### src/hdl/wakeup_dispatch_pkg.sv
// Purpose: shared constants for the wake-up and interrupt dispatch block
// Assumes: one clock, synchronous active-high reset
// Notes:   source indices select the per-source decision
package wakeup_dispatch_pkg;

  typedef enum logic [1:0] {
    MODE_SLEEP  = 2'h0,
    MODE_IDLE   = 2'h1,
    MODE_GREEN  = 2'h2,
    MODE_NORMAL = 2'h3
  } power_mode_e;

  typedef enum logic [1:0] {
    OUT_NONE     = 2'h0,
    OUT_NEXT     = 2'h1,
    OUT_VECTOR   = 2'h2
  } resume_e;

  // source indices
  localparam int unsigned SRC_PWM_PERIOD = 0;
  localparam int unsigned SRC_PWM_DUTY   = 1;
  localparam int unsigned SRC_TIMER      = 2;
  localparam int unsigned SRC_COUNTER    = 3;
  localparam int unsigned SRC_WATCH      = 4;
  localparam int unsigned SRC_EXT_PIN    = 5;
  localparam int unsigned SRC_PIN_CHANGE = 6;
  localparam int unsigned SRC_CONVERSION = 7;
  localparam int unsigned NUM_SRC        = 8;

  // sources that may wake from sleep (counter, ext pin, pin change, conversion)
  localparam logic [7:0] SLEEP_WAKE_CAPABLE = 8'hE8;
  // sources with a separate wake enable bit
  localparam logic [7:0] HAS_WAKE_EN        = 8'hE0;
  localparam logic       GIE_RESET          = 1'b0;

endpackage : wakeup_dispatch_pkg

### src/hdl/wakeup_interrupt_dispatch.sv
// Purpose: decide per event whether it wakes the core and whether it interrupts
// Assumes: events are one-cycle pulses synchronous to ref_clk
// Notes:   outputs are registered, one cycle after the event
//          vector_src lists every source that vectors in that cycle
//          wake-only sources continue even with interrupts globally on, unless another source vectors in that cycle
//          more than eight sources needs wider masks in the package
//
// Summary of operation
// wake resumes next instruction or vectors by global enable
// pin wake+irq on: wake both, interrupt running
// pin wake off, irq on: interrupt only
// change wake on, irq off: wake, next instruction
// change wake off, irq on: interrupt only
// change both on: wake and interrupt
// conversion wake off, irq on: interrupt only
// conversion wake on, irq off: wake, next
// conversion both on: wake and interrupt
// duty match wakes idle only, interrupts running
// counter wakes sleep; timers, watch, period idle only
// both enables off: no wake, no interrupt
`timescale 1ns/10ps
`default_nettype none
module wakeup_interrupt_dispatch
  import wakeup_dispatch_pkg::*;
#(
  parameter int unsigned N_SRC = NUM_SRC
) (
  input  wire logic              ref_clk,
  input  wire logic              sys_rst,
  input  wire logic              clk_en,
  input  wire logic [1:0]        power_mode,
  input  wire logic              global_irq_enable_instr,
  input  wire logic              global_irq_disable_instr,
  input  wire logic [N_SRC-1:0]  src_event,
  input  wire logic              pwm_period_match_irq_en,
  input  wire logic              pwm_duty_match_irq_en,
  input  wire logic              timer_counter_irq_en,
  input  wire logic              watch_timer_irq_en,
  input  wire logic              ext_pin_wake_en,
  input  wire logic              ext_pin_irq_en,
  input  wire logic              pin_change_wake_en,
  input  wire logic              pin_change_irq_en,
  input  wire logic              conversion_wake_en,
  input  wire logic              conversion_irq_en,
  output var  logic              global_irq_en,
  output var  logic              wake_req,
  output var  logic              resume_next,
  output var  logic              irq_req,
  output var  logic              vector_req,
  output var  logic [N_SRC-1:0]  vector_src
);

  logic              gie_q;
  logic              wake_q;
  logic              next_q;
  logic              irq_q;
  logic              vec_q;
  logic [N_SRC-1:0]  vsrc_q;
  logic [N_SRC-1:0]  irq_en;
  logic [N_SRC-1:0]  wake_en;
  logic [N_SRC-1:0]  wake_hit;
  logic [N_SRC-1:0]  irq_hit;
  logic              low_power;
  logic              any_wake;
  logic              any_irq;
  logic              gie_d;
  logic              in_sleep;
  logic              in_idle;
  logic [N_SRC-1:0]  wake_vec_hit;
  logic              any_wake_vec;

  // mode decodes shared by the wake and interrupt paths
  function automatic logic is_sleep_mode(input logic [1:0] mode);
    is_sleep_mode = (mode == MODE_SLEEP);
  endfunction : is_sleep_mode

  function automatic logic is_idle_mode(input logic [1:0] mode);
    is_idle_mode = (mode == MODE_IDLE);
  endfunction : is_idle_mode

  function automatic logic is_low_power_mode(input logic [1:0] mode);
    is_low_power_mode = is_sleep_mode(mode) || is_idle_mode(mode);
  endfunction : is_low_power_mode

  // wake for a source without a wake bit: its interrupt enable gates it
  function automatic logic irq_gated_wake(
    input logic ev,
    input logic en,
    input logic sleep_ok,
    input logic sleep_m,
    input logic idle_m
  );
    irq_gated_wake = ev && en && (idle_m || (sleep_m && sleep_ok));
  endfunction : irq_gated_wake

  // wake for a source with a wake bit of its own; sleep and idle alike
  function automatic logic own_bit_wake(
    input logic ev,
    input logic en,
    input logic low_m
  );
    own_bit_wake = ev && en && low_m;
  endfunction : own_bit_wake

  // enable vectors; timer and counter share one interrupt enable
  always_comb begin
    irq_en                 = '0;
    irq_en[SRC_PWM_PERIOD] = pwm_period_match_irq_en;
    irq_en[SRC_PWM_DUTY]   = pwm_duty_match_irq_en;
    irq_en[SRC_TIMER]      = timer_counter_irq_en;
    irq_en[SRC_COUNTER]    = timer_counter_irq_en;
    irq_en[SRC_WATCH]      = watch_timer_irq_en;
    irq_en[SRC_EXT_PIN]    = ext_pin_irq_en;
    irq_en[SRC_PIN_CHANGE] = pin_change_irq_en;
    irq_en[SRC_CONVERSION] = conversion_irq_en;
  end

  // only three sources carry a wake bit of their own
  always_comb begin
    wake_en                 = '0;
    wake_en[SRC_EXT_PIN]    = ext_pin_wake_en;
    wake_en[SRC_PIN_CHANGE] = pin_change_wake_en;
    wake_en[SRC_CONVERSION] = conversion_wake_en;
  end

  assign in_sleep  = is_sleep_mode(power_mode);
  assign in_idle   = is_idle_mode(power_mode);
  assign low_power = is_low_power_mode(power_mode);

  // per-source wake and interrupt decisions
  genvar g;
  generate
    for (g = 0; g < N_SRC; g = g + 1) begin : g_src
      if (HAS_WAKE_EN[g]) begin : g_sep
        // separate wake bit; sleep and idle alike
        assign wake_hit[g] = own_bit_wake(src_event[g], wake_en[g], low_power);
      end else begin : g_irq
        // wake is gated by the interrupt enable; sleep only where capable
        assign wake_hit[g] = irq_gated_wake(src_event[g], irq_en[g], SLEEP_WAKE_CAPABLE[g], in_sleep,
                                            in_idle);
      end
      assign irq_hit[g] = src_event[g] && !low_power && irq_en[g];
      // a wake that may vector: the source's interrupt enable is on too
      assign wake_vec_hit[g] = wake_hit[g] && irq_en[g];
    end
  endgenerate

  assign any_wake     = |wake_hit;
  assign any_irq      = |irq_hit;
  assign any_wake_vec = |wake_vec_hit;

  // next global interrupt state; enable wins if both instructions coincide
  always_comb begin
    gie_d = gie_q;
    if (global_irq_enable_instr) begin
      gie_d = 1'b1;
    end else if (global_irq_disable_instr) begin
      gie_d = 1'b0;
    end
  end

  // global interrupt state, disabled out of reset
  always_ff @(posedge ref_clk) begin
    if (sys_rst) begin
      gie_q <= GIE_RESET;
    end else if (clk_en) begin
      gie_q <= gie_d;
    end
  end

  // wake pulse
  always_ff @(posedge ref_clk) begin
    if (sys_rst) begin
      wake_q <= 1'b0;
    end else if (clk_en) begin
      wake_q <= any_wake;
    end
  end

  // resume choice: vectoring needs the irq enable too, so wake-only continues unless another source vectors in that cycle
  always_ff @(posedge ref_clk) begin
    if (sys_rst) begin
      next_q <= 1'b0;
    end else if (clk_en) begin
      next_q <= any_wake && !(gie_q && any_wake_vec);
    end
  end

  // interrupt pulse, running modes only
  always_ff @(posedge ref_clk) begin
    if (sys_rst) begin
      irq_q <= 1'b0;
    end else if (clk_en) begin
      irq_q <= any_irq;
    end
  end

  // vector request; gie as it stood before the event, so a same-cycle enable waits
  always_ff @(posedge ref_clk) begin
    if (sys_rst) begin
      vec_q <= 1'b0;
    end else if (clk_en) begin
      vec_q <= gie_q && (any_irq || any_wake_vec);
    end
  end

  // vector sources, every one that vectors in this cycle
  always_ff @(posedge ref_clk) begin
    if (sys_rst) begin
      vsrc_q <= '0;
    end else if (clk_en) begin
      vsrc_q <= gie_q ? (wake_vec_hit | irq_hit) : '0;
    end
  end

  assign global_irq_en = gie_q;
  assign wake_req      = wake_q;
  assign resume_next   = next_q;
  assign irq_req       = irq_q;
  assign vector_req    = vec_q;
  assign vector_src    = vsrc_q;

endmodule : wakeup_interrupt_dispatch
`default_nettype wire

### config.mk
export PLATFORM = sky130hd
export DESIGN_NAME = wakeup_interrupt_dispatch
export DESIGN_NICKNAME = d
export VERILOG_FILES = /design/src/hdl/wakeup_dispatch_pkg.sv /design/src/hdl/wakeup_interrupt_dispatch.sv
export SDC_FILE = /design/constraint.sdc
export NUM_CORES = 1
export LEC_CHECK = 0
export BUFFER_PORTS_ARGS = -buffer_cell sky130_fd_sc_hd__buf_2
export CELL_PAD_IN_SITES_DETAIL_PLACEMENT = 0
export CELL_PAD_IN_SITES_GLOBAL_PLACEMENT = 1
export CORE_AREA = 4 4 44 62
export CTS_CLUSTER_SIZE = 16
export DETAILED_ROUTE_END_ITERATION = 10
export DIE_AREA = 0 0 48 66
export PLACE_DENSITY_LB_ADDON = 0.12
export SYNTH_ARGS = -nofsm -noshare
export SYNTH_HDL_FRONTEND = slang
export SYNTH_SLANG_ARGS = --single-unit
### constraint.sdc
create_clock -name ref_clk -period 1.87 [get_ports ref_clk]
set_input_delay 0.561 -clock ref_clk [delete_from_list [all_inputs] [get_ports ref_clk]]
set_output_delay 0.561 -clock ref_clk [all_outputs]
set_load 0.02 [all_outputs]
After elaboration in Yosys (flattened, before gate mapping)
Cells that the tools add are included.

Equality and inequality tests: 1. Mux-type cells: 3. Bitwise gates (word level): 1. Reduce and logical (&&, ||, !) cells: 53.

Operator list (count): $logic_and 1x1->1 (43); $reduce_or 8->1 (3); $mux 8 (1); $or 8x8->8 (1); $eq 2x1->1 const B (1); $logic_not 1->1 (2); $logic_not 2->1 (1); $logic_or 1x1->1 (2); $mux 1 (2); $reduce_and 2->1 (1); $reduce_bool 2->1 (1).

Register bits after elaboration: 13. Input port bits: 25. Output and inout port bits: 13. Logic and storage cells: 64.

Depth between registers and ports, before layout
Depth after elaboration: 8. Gate-level depth with buffers: 4. Mapped depth without buffers: 4.

Least setup slack after synthesis
No wires, ideal clock.

Path type: input port to flip-flop. Start point: input src_event[5]. End point: register wake_q (netlist: wake_req). Setup time: 0.132 ns. Data arrival time: 1.189 ns. Required time: 1.738 ns. Setup slack: 0.549 ns. Cell stages on the path: 4. Buffers on the path: 0. Cells stage by stage: a222oi_1 -> nand2_1 -> o211ai_2 -> a21oi_1.

Word-level cells in the longest chain between the ends: 3.

Ends and longest elaborated chain: from (decl) (line wakeup_interrupt_dispatch.sv:34) `input wire logic [N_SRC-1:0] src_event,`; $logic_and 1x1->1 (2 in series) (line wakeup_interrupt_dispatch.sv:102) `own_bit_wake = ev && en && low_m;`; $reduce_or 8->1 (line wakeup_interrupt_dispatch.sv:148) `assign any_wake = |wake_hit;`; to (signal assigned) (line wakeup_interrupt_dispatch.sv:176) `wake_q <= any_wake;`; to (decl) (line wakeup_interrupt_dispatch.sv:54) `logic wake_q;`.

Every way passes these cells. A chain may end at the register's enable or synchronous reset.

Worst setup path in the final report
Start point: register gie_q (netlist: global_irq_en). End point: output global_irq_en.

RTL lines: from (decl) (line wakeup_interrupt_dispatch.sv:53) `logic gie_q;`; from (signal assigned) (line wakeup_interrupt_dispatch.sv:167) `gie_q <= gie_d;`; to (decl) (line wakeup_interrupt_dispatch.sv:45) `output var logic global_irq_en,`.

No word-level cell between the ends.

==> impl_metrics.py <==
metrics = {
    "placed_design": {
        "place.gp.congestion": 0.752,
        "port_buffers": 37,
        "dp_hpwl_um": 1450,
        "place_area_um2": 835,
        "dp_slack_ns": 0.365,
    },
    "yosys": {
        "synth-seq-cells": 13,
        "ys_seq_area_share_pct": 41.3,
        "syn-instance-count": 77,
        "synthTopCellsByArea": "dfxtp_1, nor2_1, nand2_1",
        "yosysWarnings": 0,
        "syn_nets": 102,
        "avgSynthCellArea_um2": 8.19,
        "synth_largest_area_cell": "dfxtp_1",
        "synth_top_area_share_pct": 41.3,
        "synthDistinctLibCells": 24,
        "synth_area_um2": 631,
    },
    "floorplanning": {
        "die_h_um": 66,
        "io_pins": 38,
        "num_rows": 20,
        "die_w_um": 48,
        "die_area_um2": 3170,
        "start_util_pct": 29.3,
        "core_area_um2": 2150,
    },
    "worst_setup_path": {
        "critPathTopFamily": "flip-flops",
        "crit_type": "reg2out",
        "crit_start": "global_irq_en",
        "start_kind": "flop",
        "required_ns": 1.31,
        "crit_path_top_delay_cell": "dfxtp_1",
        "crit_buf_inv": 1,
        "max_stage_delay_ns": 0.39,
        "worstPathCellList": "buf_2",
        "cp-end-kind": "primary output",
        "critPathArrivalTime_ns": 0.85,
        "reg2reg_depth": 4,
        "r2r_start": "global_irq_en",
        "worstPathMaxFanout": 4,
        "crit_cells": 1,
    },
    "min_path": {
        "holdCritStartpoint": "wake_req",
        "hold_path.class": "reg2reg",
        "worstHoldPathCells": 2,
    },
    "routing": {
        "dr.pass1.iters": 4,
        "wl_met3_um": 115,
        "ant_nets": 0,
        "dr.max_layer_used": "met4",
        "wl_met1_um": 726,
        "drcViolationCount": 0,
        "route.met2.wl_um": 878,
        "via_per_inst": 4.99,
        "drt-initial-drc-count": 11,
        "finalWirelength_um": 1750,
        "vias": 689,
        "post_drt_wl_per_cell_um": 12.7,
    },
    "finish": {
        "diodes": 0,
        "fin_nets": 142,
        "final_area_um2": 861,
        "layout_common_cells": "buf_2, nor2_1, dfxtp_1",
        "syn2layout_area_growth_pct": 36.5,
        "drive_above_1_share_pct": 43.1,
        "final_common_cell": "buf_2",
    },
    "sta": {
        "fin_crit_ns": 1.41,
        "skew_ns": 0.00377,
        "setup_ws_ns": 0.460,
        "finalSetupViolations": 0,
        "rsz0062_at_grt": "no",
        "min_period_over_period_pct": 75.4,
        "fmax_ghz": 0.709,
        "fin_tns_setup_ns": 0,
        "finalMaxSlewViolations": 0,
        "hold_ws_ns": 0.466,
        "relSlewSlack_pct": 81.8,
        "final-hold-violation-count": 0,
        "tightest_slew_ns": 0.273,
    },
    "run": {
        "maxCapViolations": 0,
    },
    "global_routing": {
        "track_usage_pct": 12.5,
        "grt_max_degree": 14,
        "antenna_found_initial": 0,
        "gr-total-overflow": 0,
        "grt_pass1_vias": 661,
        "grt_pass1_wl_um": 2880,
    },
    "clock_network": {
        "cts_tree": "built",
        "clock_sinks": 13,
        "numCtsBuffers": 3,
        "clkLatencyLatePin_ns": 0.27,
        "htreeDepth": 1,
        "cts.repair.resized": 0,
        "hold_buffers": 0,
        "root_buffer": "clkbuf_4",
        "cts_buffer_depth": 2,
        "clk_pin_slew_ns": 0.08,
        "postCtsSetupRepairBufs": 0,
    },
    "pwr": {
        "power_per_cell_area_nw_per_um2": 661,
        "ir_drop_mv": 0.273,
        "leakage_nw": 0.398,
        "p_total_uw": 569,
    },
    "run_status": {
        "outcome": "complete, no violations",
    },
}
-- power by group --
| group | switching (mW) | total (mW) | leakage, nW | internal (mW) |
|---|---|---|---|---|
| sequential | 0.00398 | 0.288 | 0.106 | 0.284 |
| clock | 0.0888 | 0.171 | 0.0150 | 0.0825 |
| combinational | 0.0659 | 0.110 | 0.278 | 0.0436 |
| total | 0.159 | 0.569 | 0.398 | 0.410 |
-- sequential cells by signal, summed over array words and instances (netlist names) --
signal and flops:
global_irq_en 1, vector_src 8, vector_req 1, wake_req 1, resume_next 1, irq_req 1
-- cells in the mapped netlist --
master and number:
clkbuf_1 1, a22oi_1 1, o211ai_2 1, nand2_1 11, nand4_1 3, inv_1 1
nor2_1 13, a21oi_2 1, a21oi_1 6, nand3_1 3, a41oi_4 1, a32oi_1 4
a31oi_1 1, inv_2 2, o21ai_0 2, o211ai_1 1, buf_2 1, nand2_2 4
nor3_1 3, dfxtp_1 13, a222oi_1 1, a211oi_2 1, a21o_1 1, o2111a_1 1
-- stage by stage --
step,util (%),std cells
final,40.0,138
after global routing,40.0,138
after floorplan,-,77
after global placement,38.8,134
after CTS,40.0,138
after detailed placement,38.8,134
-- metal layers --
layer  vias up  GRT usage (%)
li1        360              -
met1       300           14.9
met2        25           20.7
met3         4           2.72
met4         0           5.05
met5         -              0
-- final cells by class --
type                       instances  area, um^2
tap                               22        27.5
clock buffer                       4        26.3
fill                             228        1290
inverter                           3        11.3
multi-input combinational         59         350
timing repair buffer              37         185
sequential                        13         260
-- worst paths after layout --
kind / endpoint / slack [ns]
worst max-delay path: global_irq_en / 0.46
worst min-delay path: wake_req / 0.47
worst max register to register: vector_src[2] / 0.83
worst min register to register: wake_req / 0.47
-- cell families (layout without fill, tap and decap cells) --
logic type             after synthesis  after routing  synth area share (%)
AO/OA/AOI/OAI                       22             22                  29.6
buffers and inverters                5             44                  3.17
flip-flops                          13             13                  41.3
AND/OR/NAND/NOR                     37             37                  26.0
(Power assumes the default switching activity.)
